$ cat config.mk
export PLATFORM = sky130hd
export DESIGN_NAME = hsi_top
export DESIGN_NICKNAME = d
export VERILOG_FILES = /design/src/hsi_pkg.sv /design/src/hsi_rx_if.sv /design/src/hsi_rx.sv /design/src/hsi_top.sv
export SDC_FILE = /design/constraint.sdc
export NUM_CORES = 1
export LEC_CHECK = 0
export BUFFER_PORTS_ARGS = -buffer_cell sky130_fd_sc_hd__buf_4
export CAP_MARGIN = 0
export CORE_MARGIN = 5
export CORE_UTILIZATION = 25
export CTS_CLUSTER_DIAMETER = 150
export CTS_CLUSTER_SIZE = 25
export DETAILED_ROUTE_END_ITERATION = 10
export HOLD_SLACK_MARGIN = 0.12
export PLACE_DENSITY_LB_ADDON = 0.3
export SETUP_SLACK_MARGIN = 0.5
export SLEW_MARGIN = 20
export SYNTH_ARGS = -nofsm -noshare
export SYNTH_HDL_FRONTEND = slang
export SYNTH_SLANG_ARGS = --single-unit
export TNS_END_PERCENT = 1
$ cat constraint.sdc
create_clock -name sys_clk -period 3.5 [get_ports sys_clk]
set_clock_uncertainty 0.2 [all_clocks]
set_input_delay 0.7 -clock sys_clk [delete_from_list [all_inputs] [get_ports sys_clk]]
set_output_delay 0.7 -clock sys_clk [all_outputs]
set_load 0.03 [all_outputs]
$ cat src/hsi_pkg.sv
// ==========================================================
// host serial interface constants
package hsi_pkg;
   // ==========================================================
   // clock and line rates
   localparam int unsigned CLK_HZ      = 100_000_000;
   localparam int unsigned BAUD_115200 = 115_200;
   localparam int unsigned BAUD_9600   = 9_600;
   localparam int unsigned BAUD_19200  = 19_200;
   localparam int unsigned BAUD_38400  = 38_400;
   localparam int unsigned DIV_W       = 14;
   localparam logic [13:0] DIV_115200  = 14'(CLK_HZ / BAUD_115200);
   localparam logic [13:0] DIV_9600    = 14'(CLK_HZ / BAUD_9600);
   localparam logic [13:0] DIV_19200   = 14'(CLK_HZ / BAUD_19200);
   localparam logic [13:0] DIV_38400   = 14'(CLK_HZ / BAUD_38400);
   localparam logic [13:0] DIV_ONE     = 14'h0001;
   localparam logic [2:0]  LAST_BIT    = 3'h7;
   localparam logic [2:0]  FIRST_BIT   = 3'h0;
   localparam logic [2:0]  BIT_STEP    = 3'h1;

   // strap codes {rate_strap_high, rate_strap_low}
   localparam logic [1:0] RATE_115200 = 2'h0;
   localparam logic [1:0] RATE_9600   = 2'h1;
   localparam logic [1:0] RATE_19200  = 2'h2;
   localparam logic [1:0] RATE_38400  = 2'h3;

   // oscillator settle count, in oscillator pulses
   localparam int unsigned OSC_SETTLE_PULSES = 4096;
   localparam int unsigned OSC_W             = 13;

   // ==========================================================
   // register indices
   localparam logic [7:0] REG_CONFIG    = 8'h00;
   localparam logic [7:0] REG_STATUS    = 8'h01;
   localparam logic [7:0] REG_TX_DATA   = 8'h02;
   localparam logic [7:0] REG_RX_DATA   = 8'h03;
   localparam logic [7:0] REG_BOOT_CTRL = 8'h04;
   localparam logic [7:0] REG_GPIO_OUT  = 8'h05;
   localparam logic [7:0] REG_GPIO_OE   = 8'h06;
   localparam logic [7:0] REG_GPIO_IN   = 8'h07;
   localparam logic [3:0] MEM_PAGE      = 4'h1;
   localparam int unsigned MEM_DEPTH    = 16;

   // reset values and field positions
   localparam logic [7:0] CONFIG_RST    = 8'h00;
   localparam logic [2:0] BOOT_RST      = 3'h0;
   localparam logic [2:0] GPIO_RST      = 3'h0;
   localparam logic [7:0] ZERO_BYTE     = 8'h00;
   localparam int unsigned CFG_TIMING_BIT = 7;
   localparam int unsigned BOOT_DONE_BIT  = 0;
   localparam int unsigned BOOT_LED_BIT   = 1;
   localparam int unsigned BOOT_AUX_BIT   = 2;

   // ==========================================================
   // bit period in system clocks for a latched rate code
   function automatic logic [13:0] hsi_bit_cycles(input logic [1:0] sel);
      case (sel)
         RATE_9600:  hsi_bit_cycles = DIV_9600;
         RATE_19200: hsi_bit_cycles = DIV_19200;
         RATE_38400: hsi_bit_cycles = DIV_38400;
         default:    hsi_bit_cycles = DIV_115200;
      endcase
   endfunction

   // count loaded for a period of the given length, ending at zero
   function automatic logic [13:0] hsi_reload(input logic [13:0] cycles);
      hsi_reload = cycles - DIV_ONE;
   endfunction
endpackage

$ cat src/hsi_rx_if.sv
`timescale 1ns/1ps
// ==========================================================
// receiver link between top and receive engine
interface hsi_rx_if;
   logic [13:0] bit_cycles;
   logic        line;
   logic [7:0]  data;
   logic        valid;
   logic        frame_err;

   modport engine (input bit_cycles, input line, output data, output valid, output frame_err);
   modport owner  (output bit_cycles, output line, input data, input valid, input frame_err);
endinterface

$ cat src/hsi_rx.sv
`timescale 1ns/1ps
// ==========================================================
// receive engine: start edge, centre sampling, stop check
module hsi_rx (
   // clock and reset
   input wire logic  sys_clk,
   input wire logic  rst_n,
   // link to top
   hsi_rx_if.engine  rx
);
   import hsi_pkg::*;

   typedef enum logic [1:0] {RX_IDLE, RX_START, RX_DATA, RX_STOP} hsi_rx_state_type;

   hsi_rx_state_type rx_state_q, rx_state_d;
   logic [13:0]      cnt_q, cnt_d;
   logic [2:0]       bit_q, bit_d;
   logic [7:0]       shift_q, shift_d;
   logic             prev_q, prev_d;
   logic [7:0]       data_q, data_d;
   logic             valid_q, valid_d;
   logic             ferr_q, ferr_d;

   // ==========================================================
   // next state
   always_comb begin
      rx_state_d = rx_state_q;
      cnt_d      = cnt_q;
      bit_d      = bit_q;
      shift_d    = shift_q;
      prev_d     = rx.line;
      data_d     = data_q;
      valid_d    = 1'b0;
      ferr_d     = 1'b0;
      if (cnt_q != 14'h0000) begin
         cnt_d = cnt_q - DIV_ONE;
      end
      case (rx_state_q)
         RX_IDLE: begin
            if (prev_q && !rx.line) begin
               rx_state_d = RX_START;
               cnt_d      = hsi_reload(rx.bit_cycles >> 1);
            end
         end
         RX_START: begin
            if (cnt_q == 14'h0000) begin
               // a glitch shorter than half a bit is dropped
               if (!rx.line) begin
                  rx_state_d = RX_DATA;
                  cnt_d      = hsi_reload(rx.bit_cycles);
                  bit_d      = FIRST_BIT;
               end else begin
                  rx_state_d = RX_IDLE;
               end
            end
         end
         RX_DATA: begin
            if (cnt_q == 14'h0000) begin
               shift_d = {rx.line, shift_q[7:1]};
               cnt_d   = hsi_reload(rx.bit_cycles);
               bit_d   = bit_q + BIT_STEP;
               if (bit_q == LAST_BIT) begin
                  rx_state_d = RX_STOP;
               end
            end
         end
         RX_STOP: begin
            if (cnt_q == 14'h0000) begin
               data_d     = shift_q;
               valid_d    = rx.line;
               ferr_d     = !rx.line;
               rx_state_d = RX_IDLE;
            end
         end
         default: rx_state_d = RX_IDLE;
      endcase
   end

   // ==========================================================
   // registers
   always_ff @(posedge sys_clk) begin
      if (!rst_n) begin
         rx_state_q <= RX_IDLE;
         cnt_q      <= 14'h0000;
         bit_q      <= FIRST_BIT;
         shift_q    <= ZERO_BYTE;
         prev_q     <= 1'b1;
         data_q     <= ZERO_BYTE;
         valid_q    <= 1'b0;
         ferr_q     <= 1'b0;
      end else begin
         rx_state_q <= rx_state_d;
         cnt_q      <= cnt_d;
         bit_q      <= bit_d;
         shift_q    <= shift_d;
         prev_q     <= prev_d;
         data_q     <= data_d;
         valid_q    <= valid_d;
         ferr_q     <= ferr_d;
      end
   end

   assign rx.data      = data_q;
   assign rx.valid     = valid_q;
   assign rx.frame_err = ferr_q;
endmodule

$ cat src/hsi_top.sv
`timescale 1ns/1ps
//
// Function
// - each character is one start bit, eight data bits lsb first and one stop bit, both ways.
// - bit rates from 9600 to 115200 baud, chosen only by the rate straps.
// - characters leave on the serial output pin and arrive on the serial input pin.
// - the serial output only pulls low; an external pull-up makes the high level.
// - the straps are caught when reset ends and held until the next reset.
// - straps high,low 00 give 115200, 01 give 9600, 10 give 19200, 11 give 38400 baud.
// - config bit 7 clear puts the preslot sync signal on the timing pin.
// - config bit 7 set puts baseband data on the timing pin, high for space, low for mark.
// - the block stays in hard reset while the reset pin is low.
// - hard reset clears the core logic but not the oscillator gate, and leaves the data memory as it was.
// - after power-up the clock output stays gated until enough oscillator pulses are counted.
// - during boot the boot select pin is an input; held low it asks for serial upload.
// - during boot the led and aux pins are outputs showing the loader status.
// - once firmware is loaded the three boot pins become plain general purpose pins.
//
module hsi_top #(
   parameter int unsigned OSC_SETTLE = hsi_pkg::OSC_SETTLE_PULSES
) (
   // clock and power-on reset
   input  wire logic                sys_clk,
   input  wire logic                rst_n,
   // register port
   input  wire logic [7:0]          reg_addr,
   input  wire logic [7:0]          reg_wdata,
   input  wire logic                reg_wr,
   input  wire logic                reg_rd,
   output logic [7:0]               reg_rdata,
   // serial pins
   input  wire logic                serial_in_pin,
   input  wire logic                serial_out_pin_i,
   output logic                     serial_out_pin_o,
   output logic                     serial_out_pin_oe,
   // straps and hard reset pin
   input  wire logic                rate_strap_low,
   input  wire logic                rate_strap_high,
   input  wire logic                reset_in_n,
   // timing output
   input  wire logic                preslot_sync,
   input  wire logic                tx_space_symbol,
   output logic                     timing_out_pin,
   // oscillator gate
   output logic                     osc_clk_enable,
   // boot role pins
   input  wire logic                boot_led_status_i,
   output logic                     boot_led_status_o,
   output logic                     boot_led_status_oe,
   input  wire logic                boot_status_aux_i,
   output logic                     boot_status_aux_o,
   output logic                     boot_status_aux_oe,
   input  wire logic                boot_select_in_i,
   output logic                     boot_select_in_o,
   output logic                     boot_select_in_oe
);
   import hsi_pkg::*;

   typedef enum logic [1:0] {TX_IDLE, TX_START, TX_DATA, TX_STOP} hsi_tx_state_type;

   // ==========================================================
   // pin synchronisers
   logic [1:0] rst_pin_s;
   logic [1:0] strap_lo_s, strap_hi_s, rxd_s;
   logic [2:0] gpio_s1, gpio_s2;

   always_ff @(posedge sys_clk) begin
      if (!rst_n) begin
         rst_pin_s  <= 2'h0;
         strap_lo_s <= 2'h0;
         strap_hi_s <= 2'h0;
         rxd_s      <= 2'h3;
         gpio_s1    <= 3'h0;
         gpio_s2    <= 3'h0;
      end else begin
         rst_pin_s  <= {rst_pin_s[0], reset_in_n};
         strap_lo_s <= {strap_lo_s[0], rate_strap_low};
         strap_hi_s <= {strap_hi_s[0], rate_strap_high};
         rxd_s      <= {rxd_s[0], serial_in_pin};
         gpio_s1    <= {boot_select_in_i, boot_status_aux_i, boot_led_status_i};
         gpio_s2    <= gpio_s1;
      end
   end

   // ==========================================================
   // oscillator settle gate, cleared only at power-on
   logic [12:0] osc_cnt_q, osc_cnt_d;
   logic        osc_rdy_q, osc_rdy_d;

   always_comb begin
      osc_cnt_d = osc_cnt_q;
      osc_rdy_d = osc_rdy_q;
      if (!osc_rdy_q) begin
         osc_cnt_d = osc_cnt_q + 13'h0001;
         osc_rdy_d = (osc_cnt_q == 13'(OSC_SETTLE - 1));
      end
   end

   always_ff @(posedge sys_clk) begin
      if (!rst_n) begin
         osc_cnt_q <= 13'h0000;
         osc_rdy_q <= 1'b0;
      end else begin
         osc_cnt_q <= osc_cnt_d;
         osc_rdy_q <= osc_rdy_d;
      end
   end

   assign osc_clk_enable = osc_rdy_q;

   // ==========================================================
   // hard reset and strap latch
   logic       core_rst_n;
   logic       core_rst_n_q;
   logic [1:0] rate_sel_q, rate_sel_d;

   // logic also waits for the oscillator so straps are caught on a clean clock
   assign core_rst_n = rst_n && rst_pin_s[1] && osc_rdy_q;

   always_comb begin
      rate_sel_d = rate_sel_q;
      if (core_rst_n && !core_rst_n_q) begin
         rate_sel_d = {strap_hi_s[1], strap_lo_s[1]};
      end
   end

   always_ff @(posedge sys_clk) begin
      if (!rst_n) begin
         core_rst_n_q <= 1'b0;
         rate_sel_q   <= RATE_115200;
      end else begin
         core_rst_n_q <= core_rst_n;
         rate_sel_q   <= rate_sel_d;
      end
   end

   logic [13:0] bit_cycles;
   assign bit_cycles = hsi_bit_cycles(rate_sel_q);

   // ==========================================================
   // receiver
   hsi_rx_if rx_link ();
   assign rx_link.bit_cycles = bit_cycles;
   assign rx_link.line       = rxd_s[1];

   hsi_rx u_rx (
      .sys_clk (sys_clk),
      .rst_n   (core_rst_n),
      .rx      (rx_link.engine)
   );

   // ==========================================================
   // transmitter
   hsi_tx_state_type tx_state_q, tx_state_d;
   logic [13:0]      tx_cnt_q, tx_cnt_d;
   logic [2:0]       tx_bit_q, tx_bit_d;
   logic [7:0]       tx_shift_q, tx_shift_d;
   logic             tx_line_q, tx_line_d;
   logic             tx_go;

   // a write while busy is dropped; software polls the busy flag
   assign tx_go = reg_wr && (reg_addr == REG_TX_DATA) && (tx_state_q == TX_IDLE);

   always_comb begin
      tx_state_d = tx_state_q;
      tx_cnt_d   = tx_cnt_q;
      tx_bit_d   = tx_bit_q;
      tx_shift_d = tx_shift_q;
      tx_line_d  = tx_line_q;
      if (tx_cnt_q != 14'h0000) begin
         tx_cnt_d = tx_cnt_q - DIV_ONE;
      end
      case (tx_state_q)
         TX_IDLE: begin
            tx_line_d = 1'b1;
            if (tx_go) begin
               tx_shift_d = reg_wdata;
               tx_line_d  = 1'b0;
               tx_cnt_d   = hsi_reload(bit_cycles);
               tx_state_d = TX_START;
            end
         end
         TX_START: begin
            if (tx_cnt_q == 14'h0000) begin
               tx_line_d  = tx_shift_q[0];
               tx_cnt_d   = hsi_reload(bit_cycles);
               tx_bit_d   = FIRST_BIT;
               tx_state_d = TX_DATA;
            end
         end
         TX_DATA: begin
            if (tx_cnt_q == 14'h0000) begin
               tx_cnt_d = hsi_reload(bit_cycles);
               if (tx_bit_q == LAST_BIT) begin
                  tx_line_d  = 1'b1;
                  tx_state_d = TX_STOP;
               end else begin
                  tx_shift_d = tx_shift_q >> 1;
                  tx_line_d  = tx_shift_q[1];
                  tx_bit_d   = tx_bit_q + BIT_STEP;
               end
            end
         end
         TX_STOP: begin
            if (tx_cnt_q == 14'h0000) begin
               tx_state_d = TX_IDLE;
            end
         end
         default: tx_state_d = TX_IDLE;
      endcase
   end

   always_ff @(posedge sys_clk) begin
      if (!core_rst_n) begin
         tx_state_q <= TX_IDLE;
         tx_cnt_q   <= 14'h0000;
         tx_bit_q   <= FIRST_BIT;
         tx_shift_q <= ZERO_BYTE;
         tx_line_q  <= 1'b1;
      end else begin
         tx_state_q <= tx_state_d;
         tx_cnt_q   <= tx_cnt_d;
         tx_bit_q   <= tx_bit_d;
         tx_shift_q <= tx_shift_d;
         tx_line_q  <= tx_line_d;
      end
   end

   // open drain: never drive high, pull-up gives the one
   assign serial_out_pin_o  = 1'b0;
   assign serial_out_pin_oe = !tx_line_q;

   // ==========================================================
   // registers
   logic [7:0] cfg_q, cfg_d;
   logic [2:0] boot_q, boot_d;
   logic [2:0] gpo_q, gpo_d;
   logic [2:0] gpoe_q, gpoe_d;
   logic [7:0] rx_byte_q, rx_byte_d;
   logic       rx_full_q, rx_full_d;
   logic       rx_ovr_q, rx_ovr_d;
   logic       rx_ferr_q, rx_ferr_d;
   logic [7:0] rdata_q, rdata_d;
   logic       rx_take;
   logic       mem_hit;
   logic [7:0] status;

   assign rx_take = reg_rd && (reg_addr == REG_RX_DATA);
   assign mem_hit = (reg_addr[7:4] == MEM_PAGE);
   assign status  = {rx_full_q, rx_ferr_q, rx_ovr_q, (tx_state_q != TX_IDLE),
                     osc_rdy_q, !gpio_s2[2], rate_sel_q};

   always_comb begin
      cfg_d     = cfg_q;
      boot_d    = boot_q;
      gpo_d     = gpo_q;
      gpoe_d    = gpoe_q;
      rx_byte_d = rx_byte_q;
      // clear on read, a new event in the same cycle wins
      rx_full_d = rx_full_q && !rx_take;
      rx_ovr_d  = rx_ovr_q && !rx_take;
      rx_ferr_d = rx_ferr_q && !rx_take;
      if (rx_link.valid) begin
         rx_byte_d = rx_link.data;
         rx_full_d = 1'b1;
         rx_ovr_d  = rx_ovr_d || (rx_full_q && !rx_take);
      end
      if (rx_link.frame_err) begin
         rx_ferr_d = 1'b1;
      end
      if (reg_wr) begin
         case (reg_addr)
            REG_CONFIG:    cfg_d  = reg_wdata;
            REG_BOOT_CTRL: boot_d = reg_wdata[2:0];
            REG_GPIO_OUT:  gpo_d  = reg_wdata[2:0];
            REG_GPIO_OE:   gpoe_d = reg_wdata[2:0];
            default:       cfg_d  = cfg_q;
         endcase
      end
      rdata_d = ZERO_BYTE;
      if (reg_rd) begin
         case (reg_addr)
            REG_CONFIG:    rdata_d = cfg_q;
            REG_STATUS:    rdata_d = status;
            REG_RX_DATA:   rdata_d = rx_byte_q;
            REG_BOOT_CTRL: rdata_d = {5'h00, boot_q};
            REG_GPIO_OUT:  rdata_d = {5'h00, gpo_q};
            REG_GPIO_OE:   rdata_d = {5'h00, gpoe_q};
            REG_GPIO_IN:   rdata_d = {5'h00, gpio_s2};
            default:       rdata_d = ZERO_BYTE;
         endcase
      end
   end

   always_ff @(posedge sys_clk) begin
      if (!core_rst_n) begin
         cfg_q     <= CONFIG_RST;
         boot_q    <= BOOT_RST;
         gpo_q     <= GPIO_RST;
         gpoe_q    <= GPIO_RST;
         rx_byte_q <= ZERO_BYTE;
         rx_full_q <= 1'b0;
         rx_ovr_q  <= 1'b0;
         rx_ferr_q <= 1'b0;
      end else begin
         cfg_q     <= cfg_d;
         boot_q    <= boot_d;
         gpo_q     <= gpo_d;
         gpoe_q    <= gpoe_d;
         rx_byte_q <= rx_byte_d;
         rx_full_q <= rx_full_d;
         rx_ovr_q  <= rx_ovr_d;
         rx_ferr_q <= rx_ferr_d;
      end
   end

   // ==========================================================
   // data memory, no reset on purpose so it survives hard reset
   logic [7:0] data_mem [MEM_DEPTH];
   logic [7:0] mem_rd_q;

   always_ff @(posedge sys_clk) begin
      if (reg_wr && mem_hit) begin
         data_mem[reg_addr[3:0]] <= reg_wdata;
      end
      mem_rd_q <= data_mem[reg_addr[3:0]];
   end

   logic mem_rd_q2;
   always_ff @(posedge sys_clk) begin
      if (!rst_n) begin
         rdata_q   <= ZERO_BYTE;
         mem_rd_q2 <= 1'b0;
      end else begin
         rdata_q   <= rdata_d;
         mem_rd_q2 <= reg_rd && mem_hit;
      end
   end

   assign reg_rdata = mem_rd_q2 ? mem_rd_q : rdata_q;

   // ==========================================================
   // timing pin and boot role pins
   logic timing_q, timing_d;
   logic boot_done;

   assign boot_done = boot_q[BOOT_DONE_BIT];

   always_comb begin
      timing_d = cfg_q[CFG_TIMING_BIT] ? tx_space_symbol
                                       : preslot_sync;
   end

   always_ff @(posedge sys_clk) begin
      if (!core_rst_n) begin
         timing_q <= 1'b0;
      end else begin
         timing_q <= timing_d;
      end
   end

   assign timing_out_pin = timing_q;

   // loader status while booting, software control once loaded
   assign boot_led_status_o  = boot_done ? gpo_q[0] : boot_q[BOOT_LED_BIT];
   assign boot_led_status_oe = boot_done ? gpoe_q[0] : 1'b1;
   assign boot_status_aux_o  = boot_done ? gpo_q[1] : boot_q[BOOT_AUX_BIT];
   assign boot_status_aux_oe = boot_done ? gpoe_q[1] : 1'b1;
   assign boot_select_in_o   = gpo_q[2];
   assign boot_select_in_oe  = boot_done && gpoe_q[2];
endmodule

==> out/qor.txt, run 1 <==
Clock transition at path regs - 0.11 ns
initial antenna violation count - 1
H-tree levels - 1
final WL - 29000 um
slowest cell on the critical path - or4_4
peak fanout along the critical path - 13
Core Footprint - 0.0466 mm2
DIE WIDTH - 227 um
Power, Total - 5.39 mW
sequential fraction of the synthesis area - 56.9%
CP peak stage delay - 0.58 ns
synthesized area - 0.0118 mm2
vias per std cell - 4.71
Post-synth EDFFs - 128
pwr dens - 404 mW/mm2
Power Internal - 4.23 mW
DR iter-0 viols - 484
Net Sw Power - 1.16 mW
Seq cells post-synth - 271
vias in the first global route - 7667
# setup viols final - 0
Final Cell Area - 0.0133 mm2
average footprint of a synthesized cell - 11.8 um2
Port Buffer Count - 45
total gr overflow - 0
nets - 1081
unrepaired setup endpoints after global routing - true
GRT Overall Usage - 11.0%
Switching Share - 21.5%
CP Data Arrival Time - 3.04 ns
TritonCTS clock tree - yes
critical path required time - 3.74 ns
post-DP HPWL - 19600 um
Max-slew headroom - 36.4%
total CTS buffers - 14
Crit Path Category - reg2reg
Die Y - 227 um
asr flop ratio synth - 0%
Ant. Diodes - 0
Worst Hold Class - in2reg
clk buf depth - 3
TNS Setup - 0 ns
Period Utilization, post-route - 80.1%
Leakage - 4.46 nW
die area - 0.0516 mm2
layout cells sized above 1 - 17.0%
Cells after Synth - 995
combinational share of power - 4.3%
fmax - 357 MHz
main flop type after synthesis - dfxtp_1
area delta synth->final - 13.2%
Critical Path Start Type - flop
final hold violation count - 0
VDD IR max - 0.229 mV
status - complete, no violations
DRT Pass-1 Iters - 5
I/O Pins - 48
root buffer cell - clkbuf_16
filler instances - 4756
max_cap viols - 0
dpl cell area - 0.0129 mm2
CP cell instances - or4_4 > nor4b_4 > buf_4 > and2_4 > inv_4 > ha_1 > a21oi_1 > a41oi_1 > o21ai_1 > a21oi_1
Crit. End Element - flop
Worst-Skew Late Latency - 0.50 ns
row count - 79
most used cell, CP - a21oi_1
Worst Tran Pin Value - 0.954 ns
Initial Util - 25.3%
Vias - 7725
Flop pwr share - 62.0%
Yosys cell types - 75
CTS Sinks - 271
Max Slew Vio Count - 0
syn_nets - 1047
clock power share - 33.7%
Final Wtd Congestion - 0.791
post-route ant nets - 0
Ys Warns - 0
# DRC - 0
Min Clock Period, post-route - 2.80 ns
largest net degree at the start of global routing - 86
first-pass GRT wire length - 45000 um
WL/cell - 17.7 um
==> flip-flops by register name (all words and copies together) (netlist names), 8 cells and up, named ones only <==
signal / cells
rdata_q: 8
u_rx.rx.data: 8
rx_byte_q: 8
data_mem: 128
cfg_q: 8
tx_shift_q: 8
u_rx.shift_q: 8
osc_cnt_q: 13
u_rx.cnt_q: 14
tx_cnt_q: 14
mem_rd_q: 8
==> per-layer routing <==
metal / vias up / wire length, um / track usage, %
li1: 3747 / - / -
met1: 3798 / 13500 / 15.5
met2: 152 / 14000 / 18.5
met3: 28 / 1030 / 1.11
met4: 0 / 427 / 2.26
met5: - / 0 / 0
==> cell families after synthesis <==
group                      Yosys count  synth area share, %
AOI/OAI and AO/OA                  185                 10.1
xor gates and xnor gates            21                 1.56
adders and majority gates           22                 2.34
buffers and inverters               80                 2.75
DFF                                271                 56.9
muxes                               91                 12.3
other                                1               0.0318
and+or+nand+nor                    324                 13.9
==> Yosys cell counts (all sizes together), types with 8 or more instances <==
library cell  number  area [um2]
dfxtp            143        2860
edfxtp           128        3840
nand2             87         329
nor2              79         307
a21oi             58         290
mux4              42         946
clkbuf            41         154
o21ai             37         185
nand3             35         175
mux2i             34         340
nor3              27         140
and2              25         159
inv               23        88.8
ha                22         275
buf               16        81.3
o31ai             16         134
mux2              15         169
xnor2             14         123
a22oi             12        90.1
nand2b            11        68.8
or3                9        56.3
nor4               8        50.1
or4                8        67.6
==> per-stage QoR <==
step | std cells | util [%] | hold WS [ns] | worst slack, ns
CTS | 1638 | 28.6 | 0.167 | 0.669
global placement | 1617 | 27.7 | 0.195 | 0.459
finish | 1641 | 28.7 | 0.177 | 0.697
floorplan | 995 | - | 0.186 | 0.379
detailed placement | 1617 | 27.7 | 0.204 | 0.456
global route | 1641 | 28.7 | 0.179 | 0.491
==> final timing paths <==
check	start	endpoint	slack (ns)	depth (start not counted)
setup reg to reg	u_rx.cnt_q[4]	u_rx.cnt_q[0]	0.70	10
setup / recovery	u_rx.cnt_q[4]	u_rx.cnt_q[0]	0.70	10
hold reg to reg	rxd_s[0]	rxd_s[1]	0.24	1
hold / removal	serial_in_pin	rxd_s[0]	0.18	2
==> power by group through the flow <==
| stage | clock network, mW | logic [mW] | registers, mW |
|---|---|---|---|
| after global routing | 1.99 | 0.252 | 3.35 |
| final | 1.82 | 0.233 | 3.34 |
| after CTS | 1.88 | 0.238 | 3.34 |
| after detailed placement | 0 | 0.238 | 3.42 |
| after global placement | 0 | 0.236 | 3.42 |
| after floorplan | 0 | 0.130 | 3.41 |
==> cell type report <==
cell class | instances | area (um2) | area share, %
clock buffers | 20 | 394 | 2.95
clock inverters | 1 | 16.3 | 0.122
inverters | 23 | 88.8 | 0.666
multi-input cells | 644 | 4800 | 36.0
flip-flops and latches | 271 | 6710 | 50.3
well taps | 607 | 759 | 5.69
repair buffers | 75 | 576 | 4.31
==> what timing repair did <==
item / in CTS / in global routing
hold buffers: 0 / 0
buffers inserted: 0 / 3
endpoints found under the setup margin: 0 / 2
resized for setup: 0 / 2
==> critical path: cells and delay by family (launching register included) <==
family          cells  cell delay, ns
compound gates      4            0.46
simple gates        3            1.06
buf+inv             2            0.29
fa+ha+maj           1            0.33
flops               1            0.38
==> placed cells by master, fill, tap and decap left out, types with 22 or more instances in the layout <==
cell type	synthesis	routed
o21ai_0	35	35
mux2i_1	34	34
inv_1	22	22
nor2_1	77	74
edfxtp_1	128	128
dfxtp_1	143	143
ha_1	22	22
buf_4	2	74
nand3_1	35	34
a21oi_1	58	58
nand2_1	86	85
and2_1	24	24
mux4_2	42	42
nor3_1	26	24
Power figures use the tool's default switching activity.
==> inputs of run 2 (changes only) <==
--- a/config.mk
+++ b/config.mk
@@ -5,6 +5,7 @@
 export SDC_FILE = /design/constraint.sdc
 export NUM_CORES = 1
 export LEC_CHECK = 0
+export ABC_AREA = 1
 export BUFFER_PORTS_ARGS = -buffer_cell sky130_fd_sc_hd__buf_4
 export CAP_MARGIN = 0
 export CORE_MARGIN = 5
==> constraint.sdc (replaced) <==
create_clock -name sys_clk -period 2.5 [get_ports sys_clk]
set_clock_uncertainty 0.2 [all_clocks]
set_input_delay 0.5 -clock sys_clk [delete_from_list [all_inputs] [get_ports sys_clk]]
set_output_delay 0.5 -clock sys_clk [all_outputs]
set_load 0.03 [all_outputs]
==> out/qor.txt, run 2 <==
Switching Share - 22.7% (was 21.5%)
layout cells sized above 1 - 12.7% (was 17.0%)
# setup viols final - 0 (unchanged)
pwr dens - 552 mW/mm2 (was 404 mW/mm2)
Worst-Skew Late Latency - 0.50 ns (about the same)
Vias - 9205 (was 7725)
total gr overflow - 0 (unchanged)
WHS Endpoint - boot_q[1] (was rxd_s[0])
Port Buffer Count - 45 (unchanged)
Core Footprint - 0.0466 mm2 (unchanged)
Net Sw Power - 1.74 mW (was 1.16 mW)
min-delay src - reg_addr[0] (was serial_in_pin)
Ant. Diodes - 0 (unchanged)
post-route ant nets - 0 (unchanged)
GRT Overall Usage - 11.7% (was 11.0%)
Crit Path Category - reg2out (was reg2reg)
Worst Hold Class - in2reg (unchanged)
Cells after Synth - 1309 (was 995)
CTS Sinks - 271 (unchanged)
Flop pwr share - 61.1% (was 62.0%)
final WL - 31000 um (was 29000 um)
area delta synth->final - 17.7% (was 13.2%)
Crit. End Element - primary output (was flop)
main flop type after synthesis - dfxtp_1 (unchanged)
Clock transition at path regs - 0.10 ns (was 0.11 ns)
CP cell instances - mux2_4 > buf_6 (was or4_4 > nor4b_4 > buf_4 > and2_4 > inv_4 > ha_1 > a21oi_1 > a41oi_1 > o21ai_1 > a21oi_1)
Hold Path Depth - 3 (was 2)
filler instances - 4907 (was 4756)
I/O Pins - 48 (unchanged)
status - complete, no violations (unchanged)
most common cell in the netlist - nand2_1 (was dfxtp_1)
Reg2Reg Depth - 9 (was 10)
combinational share of power - 4.6% (was 4.3%)
CP Data Arrival Time - 1.44 ns (was 3.04 ns)
asr flop ratio synth - 0% (unchanged)
clock power share - 34.4% (was 33.7%)
Ys Warns - 0 (unchanged)
average footprint of a synthesized cell - 9.01 um2 (was 11.8 um2)
most common cell after layout, fill and taps aside - nand2_1 (was dfxtp_1)
CP peak stage delay - 0.45 ns (was 0.58 ns)
TritonCTS clock tree - yes (unchanged)
Power Internal - 5.93 mW (was 4.23 mW)
largest net degree at the start of global routing - 48 (was 86)
unrepaired setup endpoints after global routing - true (unchanged)
final hold violation count - 0 (unchanged)
initial antenna violation count - 0 (was 1)
Max Slew Vio Count - 0 (unchanged)
root buffer cell - clkbuf_16 (unchanged)
Seq cells post-synth - 271 (unchanged)
Post-synth EDFFs - 128 (unchanged)
r2r startpoint - u_rx.cnt_q[1] (was u_rx.cnt_q[4])
critical path required time - 1.80 ns (was 3.74 ns)
max reg flops - 128 (unchanged)
reg-to-reg critical path endpoint - u_rx.cnt_q[0] (unchanged)
most frequent cells in the layout - nand2_1 (284), dfxtp_1 (141), inv_1 (135), edfxtp_1 (128), a21oi_1 (104) (was dfxtp_1 (143), edfxtp_1 (128), nand2_1 (85), nor2_1 (74), buf_4 (74))
VDD IR max - 0.513 mV (was 0.229 mV)
H-tree levels - 1 (unchanged)
top post-synthesis cells by area - edfxtp_1 (33%), dfxtp_1 (24%), nand2_1 (9.1%), inv_1 (4.5%), a21oi_1 (4.4%) (was edfxtp_1 (33%), dfxtp_1 (24%), mux4_2 (8.0%), mux2i_1 (2.9%), nand2_1 (2.7%))
DRT Pass-1 Iters - 4 (was 5)
Period Utilization, post-route - 85.5%
row count - 79 (unchanged)
Critical Path Start Type - flop (unchanged)
peak fanout along the critical path - 8 (was 13)
slowest cell on the critical path - dfxtp_4 (was or4_4)
DIE WIDTH - 227 um (unchanged)
# DRC - 0 (unchanged)
Die Y - 227 um (unchanged)
total CTS buffers - 15 (was 14)
post-synth top area cell - edfxtp_1 (unchanged)
Initial Util - 25.3% (unchanged)
clk buf depth - 3 (unchanged)
Yosys cell types - 49 (was 75)
TNS Setup - 0 ns (unchanged)
vias in the first global route - 8903 (was 7667)
WL/cell - 15.4 um (was 17.7 um)
vias per std cell - 4.58 (was 4.71)
Min Clock Period, post-route - 2.14 ns
nets - 1449 (was 1081)
die area - 0.0516 mm2 (unchanged)
DR iter-0 viols - 568 (was 484)
cell family with the largest share of critical-path delay - flip-flops (was simple AND/OR/NAND/NOR gates)
synthesized area - 0.0118 mm2 (unchanged)
first-pass GRT wire length - 48800 um (was 45000 um)
crit path buf inv count - 1 (was 2)
post-DP HPWL - 21700 um (was 19600 um)
final core utilization - 29.8% (was 28.7%)
sequential fraction of the synthesis area - 56.9% (unchanged)
Leakage - 5.21 nW (was 4.46 nW)
max_cap viols - 0 (unchanged)
syn_nets - 1361 (was 1047)
internal reg-to-reg setup slack - 0.48 ns (was 0.70 ns)
Final Wtd Congestion - 0.838 (was 0.791)
CP Launch Point - mem_rd_q2 (was u_rx.cnt_q[4])
leading cell types by count after synthesis - nand2_1 (285), dfxtp_1 (143), inv_1 (140), edfxtp_1 (128), nor2_1 (120) (was dfxtp_1 (143), edfxtp_1 (128), nand2_1 (86), nor2_1 (77), a21oi_1 (58))
fmax - 468 MHz
post-synth top area share - 32.6% (unchanged)
[run 2: layout make-up]
cell class / count / area, um2 / share of cell area, %
sequential: 271 / 6710 / 48.4
multi-input combinational: 854 / 4500 / 32.4
timing repair buffer: 107 / 916 / 6.60
tap: 607 / 759 / 5.48
inverter: 147 / 557 / 4.01
clock buffer: 19 / 390 / 2.81
clock inverter: 2 / 32.5 / 0.235
timing repair inverter: 1 / 7.51 / 0.0541
[run 2: logic make-up after synthesis]
| group | after synthesis | share of synthesized area [%] |
|---|---|---|
| and+or+nand+nor | 525 | 19.1 |
| AOI/OAI and AO/OA | 289 | 14.3 |
| DFF | 271 | 56.9 |
| buffers and inverters | 186 | 6.12 |
| adders and majority gates | 22 | 2.34 |
| muxes | 8 | 0.764 |
| xor gates and xnor gates | 7 | 0.520 |
| other | 1 | 0.0318 |
[run 2: how the worst max path moves through the flow]
stage                     end  slack, ns  depth (start not counted)
6_report         reg_rdata[1]       0.36                          2
5_1_grt          reg_rdata[3]       0.32                          2
4_1_cts          reg_rdata[1]       0.34                          2
3_5_place_dp      tx_cnt_q[9]       0.16                         10
3_3_place_gp   data_mem[5][3]       0.16                          7
2_1_floorplan  data_mem[7][0]       0.39                          5
[run 2: layer usage]
layer | vias to the layer above | track usage, % | share of wire (%)
met2 | 175 | 19.4 | 46
met5 | - | 0 | 0
met1 | 4386 | 16.4 | 48
met4 | 0 | 2.89 | 2.4
met3 | 36 | 1.30 | 3.2
li1 | 4608 | - | -
[run 2: what timing repair did]
item	CTS	global route
hold buffers	13	0
cloned	0	3
endpoints found under the hold margin	13	0
setup endpoints to repair	70	84
pin swaps	0	5
buffers inserted	0	7
gates resized for setup	20	28
[run 2: worst reg2reg max path, delay by kind of cell, from the launching register on]
family,cells,cell delay [ns]
DFF,1,0.34
buffers and inverters,1,0.10
adders and majority gates,2,0.50
AOI/OAI and AO/OA,3,0.42
and+or+nand+nor,3,0.38
[run 2: power groups by stage]
stage	Combinational [mW]	Sequential, mW	Clock [mW]
2_1_floorplan	0.162	4.78	0
3_3_place_gp	0.334	4.78	0
3_5_place_dp	0.339	4.78	0
4_1_cts	0.356	4.68	2.74
5_1_grt	0.389	4.68	2.86
6_report	0.351	4.68	2.63
[run 2: per-stage QoR]
| step | power (mW) | hold WS, ns | instance area (um2) | setup WS, ns | cells |
|---|---|---|---|---|---|
| after CTS | 7.78 | 0.120 | 13700 | 0.339 | 1998 |
| final | 7.66 | 0.140 | 13900 | 0.363 | 2008 |
| after global placement | 5.11 | 0.200 | 13100 | 0.158 | 1964 |
| after floorplan | 4.94 | 0.190 | 11800 | 0.391 | 1309 |
| after global routing | 7.93 | 0.149 | 13900 | 0.320 | 2008 |
| after detailed placement | 5.12 | 0.198 | 13100 | 0.158 | 1964 |
